<file path="src/shared/sdmi_pkg.sv">
// package for the sdram mode-register programming block
// How it works
// - register writes and dll reset never touch array contents
// - main register write: cs, ras, cas, we, both bank bits low
// - main register fields: burst length, order, latency, dll reset, recovery
// - ext reg one write: bank bit1 low, bank bit0 high, rest low
// - ext reg one fields: dll off, drive, termination, latency, calibration, strobes
// - dll switches off in self refresh, back on when leaving it
// - read-only strobe enabled disables write data mask; x16 forces it zero
// - ext reg two write: bank bit0 low, bank bit1 high
package sdmi_pkg;
  localparam int ADDR_W = 14;
  // main register field positions
  localparam int MAIN_BL_LSB   = 0;
  localparam int MAIN_BT_BIT   = 3;
  localparam int MAIN_CL_LSB   = 4;
  localparam int MAIN_DLLR_BIT = 8;
  localparam int MAIN_WR_LSB   = 9;
  // ext register one field positions
  localparam int E1_DLLDIS_BIT = 0;
  localparam int E1_DRV_BIT    = 1;
  localparam int E1_RTT0_BIT   = 2;
  localparam int E1_ADDLAT_LSB   = 3;
  localparam int E1_RTT1_BIT     = 6;
  localparam int E1_CALIB_LSB    = 7;
  localparam int E1_NDQS_BIT     = 10;
  localparam int E1_RDSTROBE_BIT = 11;
  // ext register two field positions
  localparam int E2_PASR_LSB = 0;
  localparam int E2_SRFT_BIT = 7;
  // calibration codes
  localparam logic [2:0] CALIB_EXIT    = 3'h0;
  localparam logic [2:0] CALIB_DEFAULT = 3'h7;
  // reset values of stored fields
  localparam logic [ADDR_W-1:0] REG_RST = 14'h0000;
  // dll lock wait
  localparam int DLL_LOCK_CYC = 200;
  localparam logic [7:0] DLL_LOCK_W = 8'hc8;
  typedef enum logic [2:0] {
    SDMI_CMD_NOP = 3'h0, SDMI_CMD_REGSET = 3'h1, SDMI_CMD_REF = 3'h2,
    SDMI_CMD_SRE = 3'h3, SDMI_CMD_SRX = 3'h4, SDMI_CMD_RD = 3'h5,
    SDMI_CMD_OTHER = 3'h6
  } sdmi_cmd_type;
endpackage : sdmi_pkg

</file>
<file path="src/shared/sdmi_cmd_if.sv">
// interface carrying a decoded command from decoder to register file
`timescale 1ns/100ps
interface sdmi_cmd_if;
  import sdmi_pkg::*;
  sdmi_cmd_type      cmd;
  logic [1:0]        bank;
  logic [ADDR_W-1:0] addr;
  modport dec (output cmd, output bank, output addr);
  modport sink (input cmd, input bank, input addr);
endinterface : sdmi_cmd_if

</file>
<file path="src/rtl/sdmi_cmd_decode.sv">
// command decoder from synchronised pin levels
`timescale 1ns/100ps
module sdmi_cmd_decode
  import sdmi_pkg::*;
(
  // pins
  input  wire logic              cke_prev_i,
  input  wire logic              cke_i,
  input  wire logic              cs_n_i,
  input  wire logic              ras_n_i,
  input  wire logic              cas_n_i,
  input  wire logic              we_n_i,
  input  wire logic [1:0]        bank_i,
  input  wire logic [ADDR_W-1:0] addr_i,
  // decoded
  sdmi_cmd_if.dec                 out
);
  // truth table decode; register set needs all four strobes low
  always_comb begin
    out.bank = bank_i;
    out.addr = addr_i;
    out.cmd  = SDMI_CMD_NOP;
    if (cke_prev_i && cke_i && !cs_n_i) begin
      case ({ras_n_i, cas_n_i, we_n_i})
        3'h0:    out.cmd = SDMI_CMD_REGSET;
        3'h1:    out.cmd = SDMI_CMD_REF;
        3'h5:    out.cmd = SDMI_CMD_RD;
        3'h7:    out.cmd = SDMI_CMD_NOP;
        default: out.cmd = SDMI_CMD_OTHER;
      endcase
    end else if (cke_prev_i && !cke_i && !cs_n_i && !ras_n_i && !cas_n_i && we_n_i) begin
      out.cmd = SDMI_CMD_SRE;
    end else if (!cke_prev_i && cke_i) begin
      out.cmd = SDMI_CMD_SRX;
    end
  end
endmodule : sdmi_cmd_decode

</file>
<file path="src/rtl/sdmi_mode_regs.sv">
// mode and extended mode registers of the sdram, with dll state
`timescale 1ns/100ps
module sdmi_mode_regs
  import sdmi_pkg::*;
#(
  parameter bit X16 = 1'b0
) (
  // clock and reset
  input  wire logic              clk_i,
  input  wire logic              rstn_i,
  // memory pins
  input  wire logic              cke_i,
  input  wire logic              cs_n_i,
  input  wire logic              ras_n_i,
  input  wire logic              cas_n_i,
  input  wire logic              we_n_i,
  input  wire logic              bank_sel_bit0_i,
  input  wire logic              bank_sel_bit1_i,
  input  wire logic [ADDR_W-1:0] addr_i,
  // main register fields
  output logic [2:0]             burst_len_o,
  output logic                   burst_order_o,
  output logic [2:0]             read_latency_o,
  output logic [2:0]             write_recovery_o,
  // ext register one fields
  output logic                   dll_disable_o,
  output logic                   reduced_drive_o,
  output logic [1:0]             term_value_o,
  output logic [2:0]             added_latency_o,
  output logic [2:0]             calib_ctrl_o,
  output logic                   strobe_n_disable_o,
  output logic                   read_only_strobe_o,
  output logic                   write_data_mask_en_o,
  // ext register two fields
  output logic [2:0]             partial_refresh_o,
  output logic                   hot_self_refresh_o,
  // dll, self refresh and write pulse status
  output logic                   dll_on_o,
  output logic                   dll_locked_o,
  output logic                   self_refresh_o,
  output logic                   reg_written_o
);
  logic [ADDR_W+7:0] pin_s0_reg, pin_s1_reg;
  logic              cke_prev_reg;
  logic [ADDR_W-1:0] main_reg, ext1_reg, ext2_reg, ext3_reg;
  logic              sref_reg;
  logic [7:0]        lock_cnt_reg;
  logic              wr_pulse_reg;
  sdmi_cmd_if        cmd ();

  // two-stage synchroniser for all pins
  always_ff @(posedge clk_i) begin
    if (!rstn_i) begin
      pin_s0_reg <= '0;
      pin_s1_reg <= '0;
    end else begin
      pin_s0_reg <= {cke_i, cs_n_i, ras_n_i, cas_n_i, we_n_i,
                     bank_sel_bit1_i, bank_sel_bit0_i, 1'b0, addr_i};
      pin_s1_reg <= pin_s0_reg;
    end
  end
  // previous clock-enable level for entry and exit decode
  always_ff @(posedge clk_i) begin
    if (!rstn_i) cke_prev_reg <= 1'b0;
    else         cke_prev_reg <= pin_s1_reg[ADDR_W+7];
  end

  sdmi_cmd_decode u_dec (
    .cke_prev_i (cke_prev_reg),
    .cke_i      (pin_s1_reg[ADDR_W+7]),
    .cs_n_i     (pin_s1_reg[ADDR_W+6]),
    .ras_n_i    (pin_s1_reg[ADDR_W+5]),
    .cas_n_i    (pin_s1_reg[ADDR_W+4]),
    .we_n_i     (pin_s1_reg[ADDR_W+3]),
    .bank_i     (pin_s1_reg[ADDR_W+2:ADDR_W+1]),
    .addr_i     (pin_s1_reg[ADDR_W-1:0]),
    .out        (cmd.dec)
  );

  // register set: the bank bits select which register takes the whole word
  // array contents are not reachable from here, so writes never disturb them
  always_ff @(posedge clk_i) begin
    if (!rstn_i) begin
      main_reg <= REG_RST;
      ext1_reg <= REG_RST;
      ext2_reg <= REG_RST;
      ext3_reg <= REG_RST;
    end else if (cmd.cmd == SDMI_CMD_REGSET) begin
      case (cmd.bank)
        2'h0:    main_reg <= cmd.addr;
        2'h1:    ext1_reg <= cmd.addr;
        2'h2:    ext2_reg <= cmd.addr;
        default: ext3_reg <= cmd.addr;
      endcase
    end
  end

  // write pulse for observation, rises on the same edge as the stored word
  always_ff @(posedge clk_i) begin
    if (!rstn_i) wr_pulse_reg <= 1'b0;
    else         wr_pulse_reg <= (cmd.cmd == SDMI_CMD_REGSET);
  end

  // self refresh tracking turns the dll off and back on
  always_ff @(posedge clk_i) begin
    if (!rstn_i)                        sref_reg <= 1'b0;
    else if (cmd.cmd == SDMI_CMD_SRE)   sref_reg <= 1'b1;
    else if (cmd.cmd == SDMI_CMD_SRX)   sref_reg <= 1'b0;
  end

  // dll lock counter restarts on a dll reset write or self refresh exit
  always_ff @(posedge clk_i) begin
    if (!rstn_i) begin
      lock_cnt_reg <= 8'h00;
    end else if (!dll_on_o) begin
      lock_cnt_reg <= 8'h00;
    end else if ((cmd.cmd == SDMI_CMD_REGSET && cmd.bank == 2'h0 && cmd.addr[MAIN_DLLR_BIT])
                 || cmd.cmd == SDMI_CMD_SRX) begin
      lock_cnt_reg <= 8'h00;
    end else if (lock_cnt_reg != DLL_LOCK_W) begin
      lock_cnt_reg <= lock_cnt_reg + 8'h01;
    end
  end

  // field outputs from the stored words
  assign burst_len_o        = main_reg[MAIN_BL_LSB +: 3];
  assign burst_order_o      = main_reg[MAIN_BT_BIT];
  assign read_latency_o     = main_reg[MAIN_CL_LSB +: 3];
  assign write_recovery_o   = main_reg[MAIN_WR_LSB +: 3];
  assign dll_disable_o      = ext1_reg[E1_DLLDIS_BIT];
  assign reduced_drive_o    = ext1_reg[E1_DRV_BIT];
  assign term_value_o       = {ext1_reg[E1_RTT1_BIT], ext1_reg[E1_RTT0_BIT]};
  assign added_latency_o    = ext1_reg[E1_ADDLAT_LSB +: 3];
  assign calib_ctrl_o       = ext1_reg[E1_CALIB_LSB +: 3];
  assign strobe_n_disable_o = ext1_reg[E1_NDQS_BIT];
  assign read_only_strobe_o = ext1_reg[E1_RDSTROBE_BIT] && !X16;
  assign write_data_mask_en_o = !read_only_strobe_o;
  assign partial_refresh_o  = ext2_reg[E2_PASR_LSB +: 3];
  assign hot_self_refresh_o = ext2_reg[E2_SRFT_BIT];
  assign dll_on_o           = !ext1_reg[E1_DLLDIS_BIT] && !sref_reg;
  assign dll_locked_o       = dll_on_o && (lock_cnt_reg == DLL_LOCK_W);
  assign self_refresh_o     = sref_reg;
  assign reg_written_o      = wr_pulse_reg;
endmodule : sdmi_mode_regs

</file>
<file path="config.mk">
export PLATFORM = sky130hd
export DESIGN_NAME = sdmi_mode_regs
export DESIGN_NICKNAME = d
export VERILOG_FILES = /design/src/shared/sdmi_pkg.sv /design/src/shared/sdmi_cmd_if.sv /design/src/rtl/sdmi_cmd_decode.sv /design/src/rtl/sdmi_mode_regs.sv
export SDC_FILE = /design/constraint.sdc
export NUM_CORES = 1
export LEC_CHECK = 0
export BUFFER_PORTS_ARGS = -buffer_cell sky130_fd_sc_hd__buf_2
export CAP_MARGIN = 20
export CORE_ASPECT_RATIO = 0.6
export CORE_MARGIN = 1
export CORE_UTILIZATION = 49
export DETAILED_ROUTE_END_ITERATION = 8
export PLACE_DENSITY = 0.73
export SETUP_SLACK_MARGIN = 0.02
export SYNTH_ARGS = -nofsm -noshare
export SYNTH_HDL_FRONTEND = slang
export SYNTH_SLANG_ARGS = --single-unit
</file>
<file path="constraint.sdc">
create_clock -name clk_i -period 3.1 [get_ports clk_i]
set_input_delay 0.155 -clock clk_i [delete_from_list [all_inputs] [get_ports clk_i]]
set_output_delay 0.155 -clock clk_i [all_outputs]
set_load 0.1 [all_outputs]
</file>
# Yosys cells after proc, flatten, opt, wreduce, memory -nomap -nowiden
# Index checks and enable logic that the tools add are counted.
# totals
regBits	87
in_bits	23
# classes
n_eq_ne	10
bitwise_logic	2
add_sub_neg	1
n_reduce_logical	28
n_mux	6
# ops
operator	count
logical AND 1 bit	12
one-hot mux 3 bit (4 select lines)	1
== test 3 bit, second input constant	3
two-way mux 3 bit	3
adder 8 x 1 -> 8 bit, second input constant	1
== test 8 bit, second input constant	1
logical NOT 1 bit	8
inequality test 8 bit, second input constant	1
== test 3 x 1 -> 1 bit, second input constant	2
AND reduction 2 bit	3
== test 3 x 2 -> 1 bit, second input constant	1
logical NOT 3 bit	1
OR reduction 3 bit	1
== test 2 x 1 -> 1 bit, second input constant	1
== test 2 bit, second input constant	1
logical NOT 2 bit	1
two-way mux 1 bit	2
NOT 1 bit	2
nonzero test 2 bit	1
logical OR 1 bit	1

# Longest topological paths before layout
# logic_depth
word_depth	13
mapped_depth	5
mapped_depth_nobuf	5

# Modules after synthesis
# A second synthesis with hierarchy kept.
# unflattened
cells_unflattened	302
area_unflattened_um2	2997.9
# modules_own_cells
mod	instances	cells_each	seq_area_each_um2	area_per_inst_um2
sdmi_mode_regs	1	271	1581.5	2771.4
sdmi_cmd_decode	1	31	0.0	226.5

# Worst setup path after synthesis
# Ideal clock, no wire load.
# synth_path
kind	register to output
start	register ext1_reg[0]
end	output port dll_locked_o
setup_slack_ns	-0.152
n_path_buf	0
arrival_ns	3.097
stages_incl_launch_ff	3
t_required_ns	2.945
path_cell_list	dfxtp_1 > nor2_1 > and3_1
# synth_via
elab_chain_len	3
# synth_lines
element	line_no	rtl
from (decl)	sdmi_mode_regs.sv:45	logic [ADDR_W-1:0] main_reg, ext1_reg, ext2_reg, ext3_reg;
from (signal assigned)	sdmi_mode_regs.sv:91	2'h1: ext1_reg <= cmd.addr;
logical NOT 1 bit	sdmi_mode_regs.sv:140	assign dll_on_o = !ext1_reg[E1_DLLDIS_BIT] && !sref_reg;
logical AND 1 bit	sdmi_mode_regs.sv:140	
via dll_on_o	sdmi_mode_regs.sv:38	output logic dll_on_o,
logical AND 1 bit	sdmi_mode_regs.sv:141	assign dll_locked_o = dll_on_o && (lock_cnt_reg == DLL_LOCK_W);
to (decl)	sdmi_mode_regs.sv:39	output logic dll_locked_o,
# The timed path passes the listed nets, and every way through them passes these cells.

# Final worst setup path
# layout_path
start	register lock_cnt_reg[0]
end	output port dll_locked_o
# layout_via
elab_chain_len	2
# layout_lines
element	line_no	rtl
from (decl)	sdmi_mode_regs.sv:47	logic [7:0] lock_cnt_reg;
from (signal assigned)	sdmi_mode_regs.sv:121	lock_cnt_reg <= lock_cnt_reg + 8'h01;
== test 8 bit	sdmi_mode_regs.sv:141	
logical AND 1 bit	sdmi_mode_regs.sv:141	
# Every way passes these cells.

==> flow_metrics.tcl <==
set metrics [dict create \
    status "completed" \
    syn-num-nets 275 \
    crit_fanout 6 \
    grt_pass1_vias 1558 \
    rsz0062_at_grt "no" \
    drc 0 \
    layout.nets 331 \
    synth-seq-cells 75 \
    n_antenna_cell 0 \
    dr.pass1.iters 6 \
    fin_setup_tns_ns 0 \
    io_buffers 51 \
    holdPathStages 2 \
    cts_buffer_depth 2 \
    final_antenna_net_count 0 \
    p_leak_nw 1.41 \
    core_sq_um 5050 \
    cp.arrival_ns 1.87 \
    core.rowCount 20 \
    syn_to_final_growth_pct 19.9 \
    power.density_nw_per_um2 557 \
    synth_commonest_cells "75 x dfxtp_1, 38 x and2_1, 35 x nand2_1" \
    place_area_sq_um 2880 \
    viasPerCell 4.81 \
    dieArea_sq_um 5570 \
    cts_htree_levels 3 \
    dp.cells 358 \
    yosys-top-cells-area "dfxtp_1 58%, and2_1 9.2%, mux2i_1 8.5%" \
    stdcell_count 377 \
    fp.dieW_um 95.7 \
    syn_area_sq_um 2580 \
    crit_chain "inv_1 -> ha_1 -> and4b_1 -> and3_1 -> buf_2" \
    maxSlewHeadroom 0.538 \
    routedWlPerCell_um 11.8 \
    start_util 0.510 \
    worst_pin_slew_ns 0.684 \
    gp_congestion 0.840 \
    synth_largest_area_cell "dfxtp_1" \
    dp_hpwl_mm 3.06 \
    drive_gt1_frac 0.235 \
    synth_edf_count 0 \
    cp_slowest_cell "buf_2" \
    grt_usage 0.177 \
    cts_resized 0 \
    ios 54 \
    fin_skew_ns 0.00690 \
    fmax_ghz 0.495 \
    clk_pin_slew_worst_paths_ns 0.08 \
    netlist_instances 250 \
    clock_latency_ns 0.34 \
    worst_hold_path_type "in -> reg" \
    cts_inserted_buffers 9 \
    antenna_found_initial 0 \
    fin_crit_sh 0.652 \
    setup_viol 0 \
    crit_required_ns 2.94 \
    reg2reg_slack_ns 1.26 \
    startpoint "lock_cnt_reg[0]" \
    synth.avg_cell_area_sq_um 10.3 \
    gr-total-overflow 0 \
    yosysTopAreaCellShare 0.582 \
    num_vias 1812 \
    die_y_um 58.2 \
    holdWs_ns 0.0149 \
    r2r_end "main_reg[2]" \
    path_class "reg -> out" \
    post_cts_buffers 0 \
    yosys_warnings 0 \
    r2r_start "pin_s1_reg[20]" \
    finalHoldViolations 0 \
    drv_slew 0 \
    grt_pass1_wl_mm 7.16 \
    synth_ff_type "dfxtp_1" \
    crit_path_end "dll_locked_o" \
    drtIter0Drc 48 \
    worst_ir_drop_vdd_uv 277 \
    synth-seq-area-share 0.582 \
    routed_wl_mm 4.47 \
    cts_tree "done" \
    async_reset_ff_frac 0 \
    end_kind "output port" \
    design_area_sq_um 3090 \
    clockRootBuffer "clkbuf_8" \
    clock-sinks 75 \
    yosysUniqueCellTypes 32 \
    cap_violations 0 \
    slowest_delay_ns 0.43 \
    cp-start-kind "register" \
    rr_worst_depth 3 \
    fin_util 0.612 \
    grt_max_degree 46 \
    fin_crit_ns 2.02 \
    synth_most_common_cell "dfxtp_1" \
]
-- how the worst min path moves through the flow --
stage,endpoint,start
after floorplan,pin_s0_reg[0],addr_i[0]
after CTS,pin_s0_reg[5],addr_i[5]
final,pin_s0_reg[5],addr_i[5]
after global routing,pin_s0_reg[19],ras_n_i
after global placement,pin_s0_reg[18],cas_n_i
after detailed placement,pin_s0_reg[18],cas_n_i
-- critical path, delay by kind of cell, from the launching register on --
family	cells	cell delay [ns]
flops	1	0.37
fa+ha+maj	1	0.17
buf+inv	2	0.53
simple gates	2	0.46
-- layer usage --
layer,track usage,wire length [um],vias up
met5,0,0,-
met2,0.246,1860,41
met1,0.240,2280,822
met3,0.0814,285,5
li1,-,-,944
met4,0.0640,44,0
-- cell usage in the layout, fill, tap and decap left out, drive strengths merged, types with 2 or more instances in the layout --
cell type     n
a211oi        4
a21oi         5
and2         38
buf          53
clkbuf       10
clkinv        3
clkinvlp      3
dfxtp        75
dlygate4sd3   3
ha            2
inv           7
mux2i        22
nand2        35
nand3        11
nor2          3
nor3          5
nor3b         2
nor4          2
o21ai         9
or3           3
or4b          2
xor2          3
-- repair_timing --
| item | in CTS | in global routing |
|---|---|---|
| setup endpoints to repair | 0 | 0 |
| endpoints found under the hold margin | 0 | 3 |
| hold buffers | 0 | 3 |
-- report_power, final --
group	total (mW)	internal [mW]	leakage, nW	switching [mW]
Combinational	0.0675	0.0320	0.717	0.0356
Sequential	1.00	0.990	0.613	0.0139
Clock	0.652	0.310	0.0843	0.342
-- final cells by class --
| cell class | count | area [sq um] |
|---|---|---|
| Clock buffer | 10 | 138 |
| Clock inverter | 6 | 41.3 |
| Fill cell | 438 | 1960 |
| Inverter | 7 | 26.3 |
| Multi-Input combinational cell | 157 | 1000 |
| Sequential cell | 75 | 1500 |
| Tap cell | 66 | 82.6 |
| Timing Repair Buffer | 56 | 300 |
-- cell families (layout without fill, tap and decap cells) --
| logic type | Yosys count | count (layout) | share of synthesized area |
|---|---|---|---|
| AOI/OAI and AO/OA | 19 | 19 | 0.0422 |
| xor gates and xnor gates | 3 | 3 | 0.0102 |
| adders and majority gates | 2 | 2 | 0.00970 |
| buffers and inverters | 18 | 79 | 0.0296 |
| DFF | 75 | 75 | 0.582 |
| muxes | 22 | 22 | 0.0854 |
| and+or+nand+nor | 111 | 111 | 0.241 |
-- per-stage QoR --
stage	power (mW)	worst slack, ns
finish	1.72	1.08
global route	1.80	0.967
CTS	1.74	1.09
detailed placement	1.09	1.27
global placement	1.09	1.28
floorplan	1.07	0.370
(Power assumes the default switching activity.)
